**config.mk**
```make
export PLATFORM = sky130hd
export DESIGN_NAME = port_pin_function_mux
export DESIGN_NICKNAME = d
export VERILOG_FILES = /design/src/core/pin_mux_pkg.sv /design/src/core/port_pin_function_mux.sv
export SDC_FILE = /design/constraint.sdc
export NUM_CORES = 1
export LEC_CHECK = 0
export ABC_AREA = 1
export BUFFER_PORTS_ARGS = -buffer_cell sky130_fd_sc_hd__buf_2
export CAP_MARGIN = 5
export CORE_MARGIN = 5
export CORE_UTILIZATION = 45
export DETAILED_ROUTE_END_ITERATION = 8
export GPL_TIMING_DRIVEN = 1
export PLACE_DENSITY = 0.67
export SLEW_MARGIN = 20
export SYNTH_ARGS = -nofsm -noshare
export SYNTH_HDL_FRONTEND = slang
export SYNTH_SLANG_ARGS = --single-unit
```
**constraint.sdc**
```tcl
create_clock -name core_clk_in -period 2.25 [get_ports core_clk_in]
set_clock_uncertainty 0.2 [all_clocks]
set_input_delay 0 -clock core_clk_in [delete_from_list [all_inputs] [get_ports core_clk_in]]
set_output_delay 0 -clock core_clk_in [all_outputs]
set_load 0.005 [all_outputs]
```
**src/core/pin_mux_pkg.sv**
```systemverilog
// Purpose: Shared constants for the port pin function multiplexer.
// Assumes: 18 pins packed as {port2[1:0], port1[7:0], port0[7:0]}.
// Notes: Byte addresses of the register window, modes and pin slots.
package pin_mux_pkg;
    // ************************************************
    // Register map (byte addresses)
    // ************************************************
    localparam logic [7:0] CTRL_ADDR = 8'h00;
    localparam logic [7:0] LATCH0_ADDR = 8'h04;
    localparam logic [7:0] LATCH1_ADDR = 8'h08;
    localparam logic [7:0] LATCH2_ADDR = 8'h0C;
    localparam logic [7:0] MODE0_ADDR = 8'h10;
    localparam logic [7:0] MODE1_ADDR = 8'h14;
    localparam logic [7:0] MODE2_ADDR = 8'h18;
    localparam logic [7:0] STAT_ADDR = 8'h1C;
    localparam logic [1:0] RESP_OKAY = 2'h0;
    localparam logic [1:0] RESP_SLVERR = 2'h2;
    // Control register bits
    localparam int DIVIDED_CLOCK_OUTPUT_EN_BIT = 0;
    localparam int TX_EN_BIT = 1;
    localparam int T0_OUT_BIT = 2;
    localparam int T1_OUT_BIT = 3;
    localparam int COMPARATOR_ONE_OUTPUT_OUT_BIT = 4;
    localparam int COMPARATOR_TWO_OUTPUT_OUT_BIT = 5;
    localparam int TWI_EN_BIT = 6;
    localparam int CTRL_W = 7;
    localparam logic [6:0] CTRL_RESET = 7'h00;
    // ************************************************
    // Configuration byte fields and oscillator options
    // ************************************************
    localparam int CFG_LEVEL_BIT = 0;
    localparam int CFG_RSTPIN_BIT = 1;
    localparam int CFG_OSC_LSB = 2;
    localparam logic [1:0] OSC_RC = 2'h0;
    localparam logic [1:0] OSC_EXT = 2'h1;
    localparam logic [1:0] OSC_XTAL = 2'h2;
    // Output types: quasi, push-pull, open-drain, input-only
    localparam logic [1:0] MODE_QUASI = 2'h0;
    localparam logic [1:0] MODE_PP = 2'h1;
    localparam logic [1:0] MODE_OD = 2'h2;
    localparam logic [1:0] MODE_INPUT = 2'h3;
    // ************************************************
    // Pin slots and timing
    // ************************************************
    localparam int NPINS = 18;
    localparam int PIN_COMPARATOR_TWO_OUTPUT = 0;
    localparam int PIN_COMPARATOR_TWO_POSITIVE_B = 1;
    localparam int PIN_COMPARATOR_TWO_POSITIVE_A = 2;
    localparam int PIN_COMPARATOR_ONE_POSITIVE_B = 3;
    localparam int PIN_COMPARATOR_ONE_POSITIVE_A = 4;
    localparam int PIN_CREF = 5;
    localparam int PIN_COMPARATOR_ONE_OUTPUT = 6;
    localparam int PIN_T1 = 7;
    localparam int PIN_TX = 8;
    localparam int PIN_RX = 9;
    localparam int PIN_T0SCL = 10;
    localparam int PIN_I0SDA = 11;
    localparam int PIN_I1 = 12;
    localparam int PIN_RST = 13;
    localparam int PIN_X2 = 16;
    localparam int PIN_X1 = 17;
    localparam int CLK_DIVIDE = 6;
    localparam logic [1:0] CLK_HALF_LAST = 2'(CLK_DIVIDE / 2 - 1);
endpackage

```
**src/core/port_pin_function_mux.sv**
```systemverilog
// Purpose: Pin function multiplexer for three ports with AXI4-Lite access.
// Assumes: Configuration byte is a static strap; peripherals share core_clk_in.
// Notes: Pin inputs pass three sync flops and a filter flop; pin drives and bus outputs are registered.
`timescale 1ns/1ps
module port_pin_function_mux #(
    parameter int ADDR_W = 8
) (
    input wire logic core_clk_in,
    input wire logic nrst_in,
    input wire logic [ADDR_W-1:0] axi_awaddr_in,
    input wire logic axi_awvalid_in,
    output logic axi_awready_out,
    input wire logic [31:0] axi_wdata_in,
    input wire logic [3:0] axi_wstrb_in,
    input wire logic axi_wvalid_in,
    output logic axi_wready_out,
    output logic [1:0] axi_bresp_out,
    output logic axi_bvalid_out,
    input wire logic axi_bready_in,
    input wire logic [ADDR_W-1:0] axi_araddr_in,
    input wire logic axi_arvalid_in,
    output logic axi_arready_out,
    output logic [31:0] axi_rdata_out,
    output logic [1:0] axi_rresp_out,
    output logic axi_rvalid_out,
    input wire logic axi_rready_in,
    input wire logic [7:0] user_configuration_byte_one_in,
    input wire logic [7:0] port0_in,
    output logic [7:0] port0_out,
    output logic [7:0] port0_oe_out,
    input wire logic [7:0] port1_in,
    output logic [7:0] port1_out,
    output logic [7:0] port1_oe_out,
    input wire logic [1:0] port2_in,
    output logic [1:0] port2_out,
    output logic [1:0] port2_oe_out,
    input wire logic comparator_one_output_in,
    input wire logic comparator_two_output_in,
    input wire logic timer_zero_pin_toggle_in,
    input wire logic timer_one_pin_toggle_in,
    input wire logic serial_tx_in,
    input wire logic twi_clock_drive_low_in,
    input wire logic twi_data_drive_low_in,
    output logic comparator_one_positive_a_out,
    output logic comparator_one_positive_b_out,
    output logic comparator_two_positive_a_out,
    output logic comparator_two_positive_b_out,
    output logic comparator_negative_reference_out,
    output logic [3:0] analog_channel_out,
    output logic timer_zero_pin_out,
    output logic timer_one_pin_out,
    output logic serial_rx_out,
    output logic twi_clock_level_out,
    output logic twi_data_level_out,
    output logic external_interrupt_zero_out,
    output logic external_interrupt_one_out,
    output logic core_reset_out
);
    localparam int N = pin_mux_pkg::NPINS;

    logic [N-1:0] sync1_r, sync2_r, sync3_r, filt_r;
    logic [N-1:0] latch_r, pin_out_r, pin_oe_r, val_prev_r;
    logic [N-1:0] drv_out_nxt, drv_oe_nxt, val_nxt;
    logic [2*N-1:0] mode_r;
    logic [pin_mux_pkg::CTRL_W-1:0] ctrl_r;
    logic cfg_loaded_r, level_r, rst_pin_en_r, core_reset_r;
    logic [1:0] osc_r;
    logic [1:0] div_cnt_r;
    logic clk_div_r;
    logic pin_rst, init_level, xtal;
    logic [N-1:0] func_en, func_val;
    logic [7:0] aw_addr_r;
    logic [31:0] w_data_r;
    logic [3:0] w_strb_r;
    logic do_write;
    logic [31:0] rd_data_nxt;
    logic rd_hit_nxt;
    logic [7:0] ar_addr;

    // ************************************************
    // Pin input synchronisers
    // ************************************************
    // Three stages; a bit changes only once stages two and three agree
    always_ff @(posedge core_clk_in or negedge nrst_in) begin
        if (!nrst_in) begin
            sync1_r <= '1;
            sync2_r <= '1;
            sync3_r <= '1;
            filt_r <= '1;
        end else begin
            sync1_r <= {port2_in, port1_in, port0_in};
            sync2_r <= sync1_r;
            sync3_r <= sync2_r;
            filt_r <= (sync2_r & sync3_r) | (filt_r & (sync2_r | sync3_r));
        end
    end

    // Input-side peripheral routing straight off the filtered flops
    assign comparator_two_positive_b_out = filt_r[pin_mux_pkg::PIN_COMPARATOR_TWO_POSITIVE_B];
    assign comparator_two_positive_a_out = filt_r[pin_mux_pkg::PIN_COMPARATOR_TWO_POSITIVE_A];
    assign comparator_one_positive_b_out = filt_r[pin_mux_pkg::PIN_COMPARATOR_ONE_POSITIVE_B];
    assign comparator_one_positive_a_out = filt_r[pin_mux_pkg::PIN_COMPARATOR_ONE_POSITIVE_A];
    assign comparator_negative_reference_out = filt_r[pin_mux_pkg::PIN_CREF];
    assign analog_channel_out = filt_r[pin_mux_pkg::PIN_COMPARATOR_ONE_OUTPUT:pin_mux_pkg::PIN_COMPARATOR_ONE_POSITIVE_B];
    assign timer_one_pin_out = filt_r[pin_mux_pkg::PIN_T1];
    assign timer_zero_pin_out = filt_r[pin_mux_pkg::PIN_T0SCL];
    assign serial_rx_out = filt_r[pin_mux_pkg::PIN_RX];
    assign twi_clock_level_out = filt_r[pin_mux_pkg::PIN_T0SCL];
    assign twi_data_level_out = filt_r[pin_mux_pkg::PIN_I0SDA];
    assign external_interrupt_zero_out = filt_r[pin_mux_pkg::PIN_I0SDA];
    assign external_interrupt_one_out = filt_r[pin_mux_pkg::PIN_I1];
    assign core_reset_out = core_reset_r;
    assign {port2_out, port1_out, port0_out} = pin_out_r;
    assign {port2_oe_out, port1_oe_out, port0_oe_out} = pin_oe_r;

    // ************************************************
    // Configuration strap and reset pin
    // ************************************************
    // Pin reset only counts once the strap has enabled it
    assign pin_rst = rst_pin_en_r & ~filt_r[pin_mux_pkg::PIN_RST];
    assign init_level = cfg_loaded_r ? level_r
        : user_configuration_byte_one_in[pin_mux_pkg::CFG_LEVEL_BIT];
    assign xtal = (osc_r == pin_mux_pkg::OSC_XTAL);

    // Strap taken on the first edge after release, never under reset
    always_ff @(posedge core_clk_in or negedge nrst_in) begin
        if (!nrst_in) begin
            cfg_loaded_r <= 1'b0;
            level_r <= 1'b1;
            rst_pin_en_r <= 1'b0;
            osc_r <= pin_mux_pkg::OSC_RC;
        end else if (!cfg_loaded_r) begin
            cfg_loaded_r <= 1'b1;
            level_r <= user_configuration_byte_one_in[pin_mux_pkg::CFG_LEVEL_BIT];
            rst_pin_en_r <= user_configuration_byte_one_in[pin_mux_pkg::CFG_RSTPIN_BIT];
            osc_r <= user_configuration_byte_one_in[pin_mux_pkg::CFG_OSC_LSB+:2];
        end
    end

    // Core held in reset; release restarts fetch at address zero
    always_ff @(posedge core_clk_in or negedge nrst_in) begin
        if (!nrst_in) begin
            core_reset_r <= 1'b1;
        end else begin
            core_reset_r <= pin_rst | ~cfg_loaded_r;
        end
    end

    // ************************************************
    // AXI4-Lite slave
    // ************************************************
    // Write fires once both address and data are held and no answer pends
    assign do_write = ~axi_awready_out & ~axi_wready_out & ~axi_bvalid_out;

    // Write channels, one write in flight
    always_ff @(posedge core_clk_in or negedge nrst_in) begin
        if (!nrst_in) begin
            axi_awready_out <= 1'b1;
            axi_wready_out <= 1'b1;
            axi_bvalid_out <= 1'b0;
            axi_bresp_out <= pin_mux_pkg::RESP_OKAY;
            aw_addr_r <= 8'h00;
            w_data_r <= 32'h0000_0000;
            w_strb_r <= 4'h0;
        end else begin
            if (axi_awvalid_in && axi_awready_out) begin
                axi_awready_out <= 1'b0;
                aw_addr_r <= 8'(axi_awaddr_in);
            end
            if (axi_wvalid_in && axi_wready_out) begin
                axi_wready_out <= 1'b0;
                w_data_r <= axi_wdata_in;
                w_strb_r <= axi_wstrb_in;
            end
            if (do_write) begin
                axi_bvalid_out <= 1'b1;
                axi_bresp_out <= (aw_addr_r > pin_mux_pkg::STAT_ADDR || aw_addr_r[1:0] != 2'h0)
                    ? pin_mux_pkg::RESP_SLVERR : pin_mux_pkg::RESP_OKAY;
            end else if (axi_bvalid_out && axi_bready_in) begin
                axi_bvalid_out <= 1'b0;
                axi_awready_out <= 1'b1;
                axi_wready_out <= 1'b1;
            end
        end
    end

    // Read decode; status shows the filtered pins and strap fields
    assign ar_addr = 8'(axi_araddr_in);
    always_comb begin
        rd_data_nxt = 32'h0000_0000;
        rd_hit_nxt = 1'b1;
        case (ar_addr)
            pin_mux_pkg::CTRL_ADDR: rd_data_nxt = 32'(ctrl_r);
            pin_mux_pkg::LATCH0_ADDR: rd_data_nxt = 32'(latch_r[7:0]);
            pin_mux_pkg::LATCH1_ADDR: rd_data_nxt = 32'(latch_r[15:8]);
            pin_mux_pkg::LATCH2_ADDR: rd_data_nxt = 32'(latch_r[17:16]);
            pin_mux_pkg::MODE0_ADDR: rd_data_nxt = 32'(mode_r[15:0]);
            pin_mux_pkg::MODE1_ADDR: rd_data_nxt = 32'(mode_r[31:16]);
            pin_mux_pkg::MODE2_ADDR: rd_data_nxt = 32'(mode_r[35:32]);
            pin_mux_pkg::STAT_ADDR: rd_data_nxt = {10'h000, osc_r, rst_pin_en_r, level_r,
                filt_r[17:16], filt_r[15:0]};
            default: rd_hit_nxt = 1'b0;
        endcase
    end

    // Read channel, answer one cycle after the address is taken
    always_ff @(posedge core_clk_in or negedge nrst_in) begin
        if (!nrst_in) begin
            axi_arready_out <= 1'b1;
            axi_rvalid_out <= 1'b0;
            axi_rdata_out <= 32'h0000_0000;
            axi_rresp_out <= pin_mux_pkg::RESP_OKAY;
        end else if (axi_arvalid_in && axi_arready_out) begin
            axi_arready_out <= 1'b0;
            axi_rvalid_out <= 1'b1;
            axi_rdata_out <= rd_data_nxt;
            axi_rresp_out <= rd_hit_nxt ? pin_mux_pkg::RESP_OKAY : pin_mux_pkg::RESP_SLVERR;
        end else if (axi_rvalid_out && axi_rready_in) begin
            axi_rvalid_out <= 1'b0;
            axi_arready_out <= 1'b1;
        end
    end

    // ************************************************
    // Software registers
    // ************************************************
    // Latches and types reload on reset; pin reset acts the same way
    always_ff @(posedge core_clk_in or negedge nrst_in) begin
        if (!nrst_in) begin
            latch_r <= '1;
            mode_r <= '0;
            ctrl_r <= pin_mux_pkg::CTRL_RESET;
        end else if (!cfg_loaded_r || pin_rst) begin
            latch_r <= {N{init_level}};
            mode_r <= '0;
            ctrl_r <= pin_mux_pkg::CTRL_RESET;
        end else if (do_write) begin
            case (aw_addr_r)
                pin_mux_pkg::CTRL_ADDR:
                    if (w_strb_r[0]) ctrl_r <= w_data_r[pin_mux_pkg::CTRL_W-1:0];
                pin_mux_pkg::LATCH0_ADDR: if (w_strb_r[0]) latch_r[7:0] <= w_data_r[7:0];
                pin_mux_pkg::LATCH1_ADDR: if (w_strb_r[0]) latch_r[15:8] <= w_data_r[7:0];
                pin_mux_pkg::LATCH2_ADDR: if (w_strb_r[0]) latch_r[17:16] <= w_data_r[1:0];
                pin_mux_pkg::MODE0_ADDR: begin
                    if (w_strb_r[0]) mode_r[7:0] <= w_data_r[7:0];
                    if (w_strb_r[1]) mode_r[15:8] <= w_data_r[15:8];
                end
                pin_mux_pkg::MODE1_ADDR: begin
                    if (w_strb_r[0]) mode_r[23:16] <= w_data_r[7:0];
                    if (w_strb_r[1]) mode_r[31:24] <= w_data_r[15:8];
                end
                pin_mux_pkg::MODE2_ADDR: if (w_strb_r[0]) mode_r[35:32] <= w_data_r[3:0];
                default: ;
            endcase
        end
    end

    // ************************************************
    // Divided clock output
    // ************************************************
    // Toggles every third edge, so a full period is six core clocks
    always_ff @(posedge core_clk_in or negedge nrst_in) begin
        if (!nrst_in) begin
            div_cnt_r <= 2'h0;
            clk_div_r <= 1'b0;
        end else if (div_cnt_r == pin_mux_pkg::CLK_HALF_LAST) begin
            div_cnt_r <= 2'h0;
            clk_div_r <= ~clk_div_r;
        end else begin
            div_cnt_r <= div_cnt_r + 2'h1;
        end
    end

    // ************************************************
    // Output function selection
    // ************************************************
    // Peripheral drives replace the latch only while enabled
    always_comb begin
        func_en = '0;
        func_val = '0;
        func_en[pin_mux_pkg::PIN_COMPARATOR_TWO_OUTPUT] = ctrl_r[pin_mux_pkg::COMPARATOR_TWO_OUTPUT_OUT_BIT];
        func_val[pin_mux_pkg::PIN_COMPARATOR_TWO_OUTPUT] = comparator_two_output_in;
        func_en[pin_mux_pkg::PIN_COMPARATOR_ONE_OUTPUT] = ctrl_r[pin_mux_pkg::COMPARATOR_ONE_OUTPUT_OUT_BIT];
        func_val[pin_mux_pkg::PIN_COMPARATOR_ONE_OUTPUT] = comparator_one_output_in;
        func_en[pin_mux_pkg::PIN_T1] = ctrl_r[pin_mux_pkg::T1_OUT_BIT];
        func_val[pin_mux_pkg::PIN_T1] = timer_one_pin_toggle_in;
        func_en[pin_mux_pkg::PIN_TX] = ctrl_r[pin_mux_pkg::TX_EN_BIT];
        func_val[pin_mux_pkg::PIN_TX] = serial_tx_in;
        func_en[pin_mux_pkg::PIN_T0SCL] = ctrl_r[pin_mux_pkg::T0_OUT_BIT];
        func_val[pin_mux_pkg::PIN_T0SCL] = timer_zero_pin_toggle_in;
        // Bus drive wins over the timer; a low latch still pulls low
        if (ctrl_r[pin_mux_pkg::TWI_EN_BIT]) begin
            func_en[pin_mux_pkg::PIN_T0SCL] = 1'b1;
            func_val[pin_mux_pkg::PIN_T0SCL] = latch_r[pin_mux_pkg::PIN_T0SCL]
                & ~twi_clock_drive_low_in;
            func_en[pin_mux_pkg::PIN_I0SDA] = 1'b1;
            func_val[pin_mux_pkg::PIN_I0SDA] = latch_r[pin_mux_pkg::PIN_I0SDA]
                & ~twi_data_drive_low_in;
        end
        func_en[pin_mux_pkg::PIN_X2] = ctrl_r[pin_mux_pkg::DIVIDED_CLOCK_OUTPUT_EN_BIT] & ~xtal;
        func_val[pin_mux_pkg::PIN_X2] = clk_div_r;
    end

    // Per-pin driver: quasi pins pull high hard for one cycle on a rise
    for (genvar i = 0; i < N; i++) begin : g_pin
        logic [1:0] m;
        logic v;
        always_comb begin
            v = func_en[i] ? func_val[i] : latch_r[i];
            m = mode_r[2*i+:2];
            if (ctrl_r[pin_mux_pkg::TWI_EN_BIT]
                && (i == pin_mux_pkg::PIN_T0SCL || i == pin_mux_pkg::PIN_I0SDA)) begin
                m = pin_mux_pkg::MODE_OD;
            end
            val_nxt[i] = v;
            drv_out_nxt[i] = v;
            drv_oe_nxt[i] = 1'b0;
            case (m)
                pin_mux_pkg::MODE_QUASI: drv_oe_nxt[i] = ~v | ~val_prev_r[i];
                pin_mux_pkg::MODE_PP: drv_oe_nxt[i] = 1'b1;
                pin_mux_pkg::MODE_OD: begin
                    drv_out_nxt[i] = 1'b0;
                    drv_oe_nxt[i] = ~v;
                end
                default: drv_oe_nxt[i] = 1'b0;
            endcase
            if (i == pin_mux_pkg::PIN_RST) begin
                drv_oe_nxt[i] = 1'b0;
            end
            if (xtal && (i == pin_mux_pkg::PIN_X2 || i == pin_mux_pkg::PIN_X1)) begin
                drv_oe_nxt[i] = 1'b0;
            end
        end
    end

    // Registered pin drive; no drive until the strap is known
    always_ff @(posedge core_clk_in or negedge nrst_in) begin
        if (!nrst_in) begin
            pin_out_r <= '0;
            pin_oe_r <= '0;
            val_prev_r <= '1;
        end else begin
            pin_out_r <= drv_out_nxt;
            pin_oe_r <= cfg_loaded_r ? drv_oe_nxt : '0;
            val_prev_r <= val_nxt;
        end
    end
endmodule

```
==> out/metrics.csv, run 1 <==
stage,metric,value,unit
global_routing,grt.overflow.total,0,
clocking,clock-sinks,249,
power,power,13.7,mW
route,firstDrtPassIters,8,
floorplan,rows,54,
finish,syn_to_final_growth,29.3,%
critical_path,rr_worst_depth,6,
global_routing,grt_pass1_wl,39500,um
route,wl_per_cell,15.9,um
sta,slew_violations,0,
global_routing,antenna_found_initial,0,
power,peakVddDrop,0.590,mV
global_routing,grt_max_degree,67,
floorplan,core,21800,sq um
synth,syn_area,9930,sq um
sta,max_freq,458,MHz
synth,async_flop_share,100,%
critical_path,worstPathRequired,2520,ps
critical_path,path_class,in -> reg,
critical_path,crit_chain,dlygate4sd3_1 -> buf_2 -> inv_1 -> nand2_1 -> dlygate4sd3_1 -> nor2_4 -> nand2_4 -> o31ai_1 -> dlygate4sd3_1,
sta,fin_tns_setup,0,ps
route,vias,7383,
clocking,cts_root_buffer,clkbuf_16,
synth,yosysWarnings,0,
job,cap_violations,0,
place,post-place-ws,189,ps
global_routing,grtUsageTotal,19.6,%
critical_path,critPathCaptureType,flip-flop,
clocking,clockBufferDepth,3,
synth,synth-edff-count,0,
synth,ys_types,38,
synth,synth_area_leaders,"dfrtp_1, dfstp_2, nand2_1, nand3_1, inv_1",
critical_path,crit_top_cell,dlygate4sd3_1,
synth,synth_top_area_cell,dfrtp_1,
power,p_per_area,1070,nW/um^2
sta,tightestPinTransition,674,ps
synth,yosys-top-cells-count,"nand2_1, dfrtp_1, dfstp_2",
sta,period_needed,2180,ps
critical_path,worstPathArrival,2450,ps
finish,antenna_cells,0,
worst_hold_path,whs_path_depth,3,
power,p_leak,6.20,nW
synth,synth.most_common_cell,nand2_1,
place,hpwl,16600,um
global_routing,grt_pass1_vias,7638,
clocking,cts_tree,yes,
worst_hold_path,min_path_type,in -> reg,
route,vias_per_cell,4.83,
critical_path,slowest_delay,610,ps
synth,synth_top_area_share,34.5,%
finish,nets,1319,
route,ant_nets,0,
sta,setup_ws,65.9,ps
synth,yosys_register_bits,249,
route,drtIter0Drc,559,
synth,ys.flop_type,dfrtp_1,
floorplan,die_y,159,um
clocking,cts_buffers,27,
floorplan,start_util,45.7,%
place,io_buffers,150,
critical_path,crit_slowest_cell,dlygate4sd3_1,
clocking,clkLatencyLatePin,530,ps
finish,drive_gt1_share,30.5,%
floorplan,dieArea,25100,sq um
clocking,clk_pin_slew_worst_paths,60,ps
clocking,cts_max_level,1,
sta,hold_viol_final,0,
place,gp_congestion,0.792,
synth,netlist_instances,964,
floorplan,ios,186,
synth,syn_area_per_cell,10.3,sq um
sta,relSlewSlack,54.9,%
route,drt_wl_total,24300,um
sta,post-route-period-util,97.1,%
sta,setup_viol,0,
run_status,status,"complete, no violations",
clocking,post_cts_buffers,0,
critical_path,ff2ff_setup_slack,130,ps
finish,fillers,1797,
floorplan,die_w,159,um
route,drcViolationCount,0,
critical_path,critPathMaxFanout,9,
synth,ys_seq_area_share,64.1,%
critical_path,critPathLaunchType,primary input,
-- state kept, by name, indices dropped and copies added, names as in the netlist, 7 cells and up --
register / cells
sync2_r: 18
pin_oe_r: 17
w_data_r: 16
latch_r: 18
sync3_r: 18
mode_r: 36
ctrl_r: 7
filt_r: 18
sync1_r: 18
pin_out_r: 18
aw_addr_r: 8
val_prev_r: 17
axi_rdata_out: 22
-- what timing repair did --
item / CTS / global route
endpoints found under the hold margin: 338 / 0
hold buffers: 99 / 0
gates resized for setup: 0 / 4
endpoints found under the setup margin: 0 / 3
-- worst paths after layout --
kind,start,to
worst max register to register,axi_arready_out,axi_rresp_out[1]
worst min-delay path,twi_data_drive_low_in,val_prev_r[11]
worst min register to register,sync1_r[9],sync2_r[9]
max in group asynchronous,nrst_in,filt_r[0]
min in group asynchronous,nrst_in,val_prev_r[15]
worst max-delay path,axi_araddr_in[1],axi_rdata_out[18]
-- layout by cell type, fill, tap and decap left out, types with 5 or more instances in the layout --
| master | instances |
|---|---|
| a21boi_0 | 5 |
| nand4_1 | 7 |
| clkbuf_1 | 9 |
| o21ai_1 | 18 |
| dfrtp_1 | 137 |
| o21ai_2 | 16 |
| nand3_1 | 63 |
| mux2_2 | 16 |
| inv_2 | 6 |
| inv_1 | 82 |
| dfstp_2 | 112 |
| nand2_2 | 6 |
| nand3_2 | 5 |
| clkbuf_16 | 27 |
| a21oi_1 | 37 |
| dlygate4sd3_1 | 98 |
| clkinv_2 | 6 |
| nand2_1 | 247 |
| buf_4 | 15 |
| conb_1 | 14 |
| maj3_1 | 18 |
| buf_2 | 149 |
| o211ai_1 | 8 |
| nor3_1 | 5 |
| nor2_1 | 65 |
| o21ai_0 | 41 |
-- cell type report --
cell class / count / area, sq um / area share (%)
repair buffers: 268 / 1950 / 15.2
clock inverters: 11 / 114 / 0.887
well taps: 280 / 350 / 2.73
clock buffers: 39 / 751 / 5.85
multi-input cells: 592 / 2980 / 23.2
inverters: 89 / 334 / 2.60
flip-flops and latches: 249 / 6370 / 49.6
-- cells by family (layout without fill, tap and decap cells) --
family	after synthesis	in the layout	share of synthesized area (%)
xor+xnor	1	1	0.0882
mux	16	16	1.81
fa+ha+maj	18	18	1.81
compound gates	138	138	8.30
other cells	2	14	0.0756
flops	249	249	64.1
simple gates	405	405	17.3
buf+inv	135	407	6.49
-- metal layers --
metal  track usage [%]  vias to the layer above  routed length, um
met5                 0                        -                  0
li1                  -                     3614                  -
met3              2.83                       32               1300
met2              31.7                      185              11300
met4              4.83                        0                466
met1              28.1                     3552              11200
-- critical path, delay by kind of cell --
| kind | cells | cell delay (ps) |
|---|---|---|
| AO/OA/AOI/OAI | 1 | 220 |
| buffers and inverters | 5 | 1900 |
| AND/OR/NAND/NOR | 3 | 330 |
-- through the flow --
stage                     util, %  hold slack [ps]  area (sq um)  cells
after detailed placement     50.4             -210         11000   1379
after floorplan                 -             -496          9980    976
after global placement       50.4             -218         11000   1379
after global routing         59.0             39.9         12800   1528
final                        59.0             42.4         12800   1528
after CTS                    58.9             20.4         12800   1528
-- power breakdown --
| part | switching, mW | internal (mW) |
|---|---|---|
| Clock | 1.71 | 2.55 |
| Combinational | 1.63 | 1.18 |
| Sequential | 0.793 | 5.86 |
| Total | 4.13 | 9.58 |
Note: power is estimated with default switching activity, not from simulation.
==> inputs of run 2 (changes only) <==
--- a/config.mk
+++ b/config.mk
@@ -6,7 +6,7 @@
 export NUM_CORES = 1
 export LEC_CHECK = 0
 export ABC_AREA = 1
-export BUFFER_PORTS_ARGS = -buffer_cell sky130_fd_sc_hd__buf_2
+export BUFFER_PORTS_ARGS = -buffer_cell sky130_fd_sc_hd__buf_4
 export CAP_MARGIN = 5
 export CORE_MARGIN = 5
 export CORE_UTILIZATION = 45
==> run 2 against run 1 <==
The run now ends with hold timing left. Combinational power rose by 6%. Sequential share of layout area fell by 1.8 points. Flip-flop and latch count did not move. First-iteration DRC count did not move. Final cell count fell by 0.20%. Hold slack got worse by 45 ps. Largest cell class unchanged. Wire length fell by 0.75%. Clock power rose by 13%. Via count rose by 0.87%. Global-route usage fell by 0.41 points. Fmax rose by 6.1%.
==> out/metrics.csv, run 2 (synthesized netlist as in run 1, its figures left out) <==
stage,metric,value,unit
run_status,status,"finished, violations left",
run_status,violations,hold timing,
critical_path,worstPathRequired,2510,ps
sta,whs,-3.07,ps
place,placed_cell_area,11400,sq um
finish,top_regs,"mode_r: 36 flops, axi_rdata_out: 22 flops",
sta,tightestPinTransition,729,ps
sta,relSlewSlack,51.2,%
finish,regMostFlops,mode_r,
sta,max_freq,486,MHz
power,p_per_area,1090,nW/um^2
clocking,clock-sinks,249,
critical_path,critPathLaunchType,primary input,
clocking,clockBufferDepth,3,
route,vias_per_cell,4.88,
critical_path,ff2ff_setup_slack,240,ps
sta,rsz0062_at_grt,false,
critical_path,critPathCaptureType,flip-flop,
critical_path,crit_chain,dlygate4sd3_1 -> buf_4 -> inv_1 -> nand2_1 -> dlygate4sd3_1 -> nor2_4 -> buf_6 -> nand2_2 -> o21ai_0 -> o21ai_0 -> nand2_1,
sta,post-route-period-util,91.5,%
clocking,clkLatencyLatePin,520,ps
global_routing,grtUsageTotal,19.2,%
critical_path,worstPathArrival,2320,ps
power,swShare,28.8,%
sta,setup_viol,0,
power,p_leak,6.35,nW
global_routing,grt_pass1_wl,38300,um
global_routing,grt_pass1_vias,7238,
clocking,cts_tree,yes,
finish,fin_area,13300,sq um
finish,antenna_cells,0,
sta,fin_tns_setup,0,ps
floorplan,die_w,159,um
power,peakVddDrop,0.512,mV
clocking,cts_root_buffer,clkbuf_16,
global_routing,antenna_found_initial,0,
finish,final_cell_mix,"nand2_1, buf_4, dfrtp_1",
place,hpwl,16700,um
route,drt_wl_total,24100,um
finish,nets,1317,
floorplan,dieArea,25100,sq um
power,power_frac_comb,20.6,%
place,io_buffers,150,
route,vias,7447,
floorplan,ios,186,
global_routing,grt.overflow.total,0,
power,p_int,10.3,mW
finish,final_common_cell,nand2_1,
critical_path,slowest_delay,580,ps
power,pwr-share-seq,46.2,%
floorplan,rows,54,
power,power,14.5,mW
route,firstDrtPassIters,5,
clocking,cts_max_level,1,
place,gp_congestion,0.835,
route,drcViolationCount,0,
route,wl_per_cell,15.8,um
finish,drive_gt1_share,31.2,%
global_routing,grt_max_degree,53,
floorplan,core,21800,sq um
sta,slew_violations,0,
worst_hold_path,min_path_type,in -> async,
clocking,clk_pin_slew_worst_paths,60,ps
clocking,cts_buffers,26,
critical_path,critPathMaxFanout,16,
job,cap_violations,0,
critical_path,crit_slowest_cell,dlygate4sd3_1,
route,drtIter0Drc,559,
finish,syn_to_final_growth,34.1,%
finish,final_util,61.2,%
floorplan,start_util,45.7,%
clocking,post_cts_buffers,0,
power,p_switching,4.18,mW
sta,hold_viol_final,2,
critical_path,path_class,in -> reg,
route,ant_nets,0,
finish,largest_register_ff_count,36,
power,clkPwrFrac,33.2,%
sta,period_needed,2060,ps
floorplan,die_y,159,um
## run 2: routing by layer
metal | wire length [um] | GRT usage, % | vias up
met4 | 412 | 4.31 | 0
met3 | 1330 | 2.80 | 31
met1 | 11100 | 27.9 | 3584
met5 | 0 | 0 | -
met2 | 11300 | 30.8 | 207
li1 | - | - | 3625
## run 2: power by group through the flow
stage	Clock, mW	Sequential [mW]	Combinational (mW)
6_report	4.81	6.69	2.98
5_1_grt	5.10	6.83	3.38
4_1_cts	4.91	6.69	3.01
3_5_place_dp	0	6.75	2.82
3_3_place_gp	0	6.73	2.74
2_1_floorplan	0	6.49	1.74
## run 2: worst paths after layout
path / to / depth (start not counted) / from
max: axi_rdata_out[13] / 11 / axi_araddr_in[7]
min: axi_awready_out / 2 / nrst_in
max reg2reg: pin_oe_r[10] / 7 / ctrl_r[6]
min reg2reg: sync2_r[15] / 0 / sync1_r[15]
max in group asynchronous: sync2_r[15] / 3 / nrst_in
min in group core_clk_in: w_data_r[8] / 3 / axi_wdata_in[8]
## run 2: worst max-delay path, delay by kind of cell
kind,cells,cell delay (ps)
AOI/OAI and AO/OA,2,390
buffers and inverters,5,1510
and+or+nand+nor,4,430
## run 2: layout make-up
cell class	count	area [sq um]
inverters	89	334
fillers	1778	8440
repair buffers	267	2310
flip-flops and latches	249	6370
well taps	280	350
clock buffers	35	766
multi-input cells	592	2970
clock inverters	13	219
## run 2: timing repair
action / CTS / global route
hold buffers: 95 / 0
endpoints found under the hold margin: 330 / 0
setup endpoints to repair: 0 / 1
gates resized for setup: 0 / 2
## run 2: per-stage QoR
step	instances	setup slack, ps
CTS	1525	141
global placement	1382	321
detailed placement	1382	274
global route	1525	59.1
floorplan	976	623
finish	1525	192
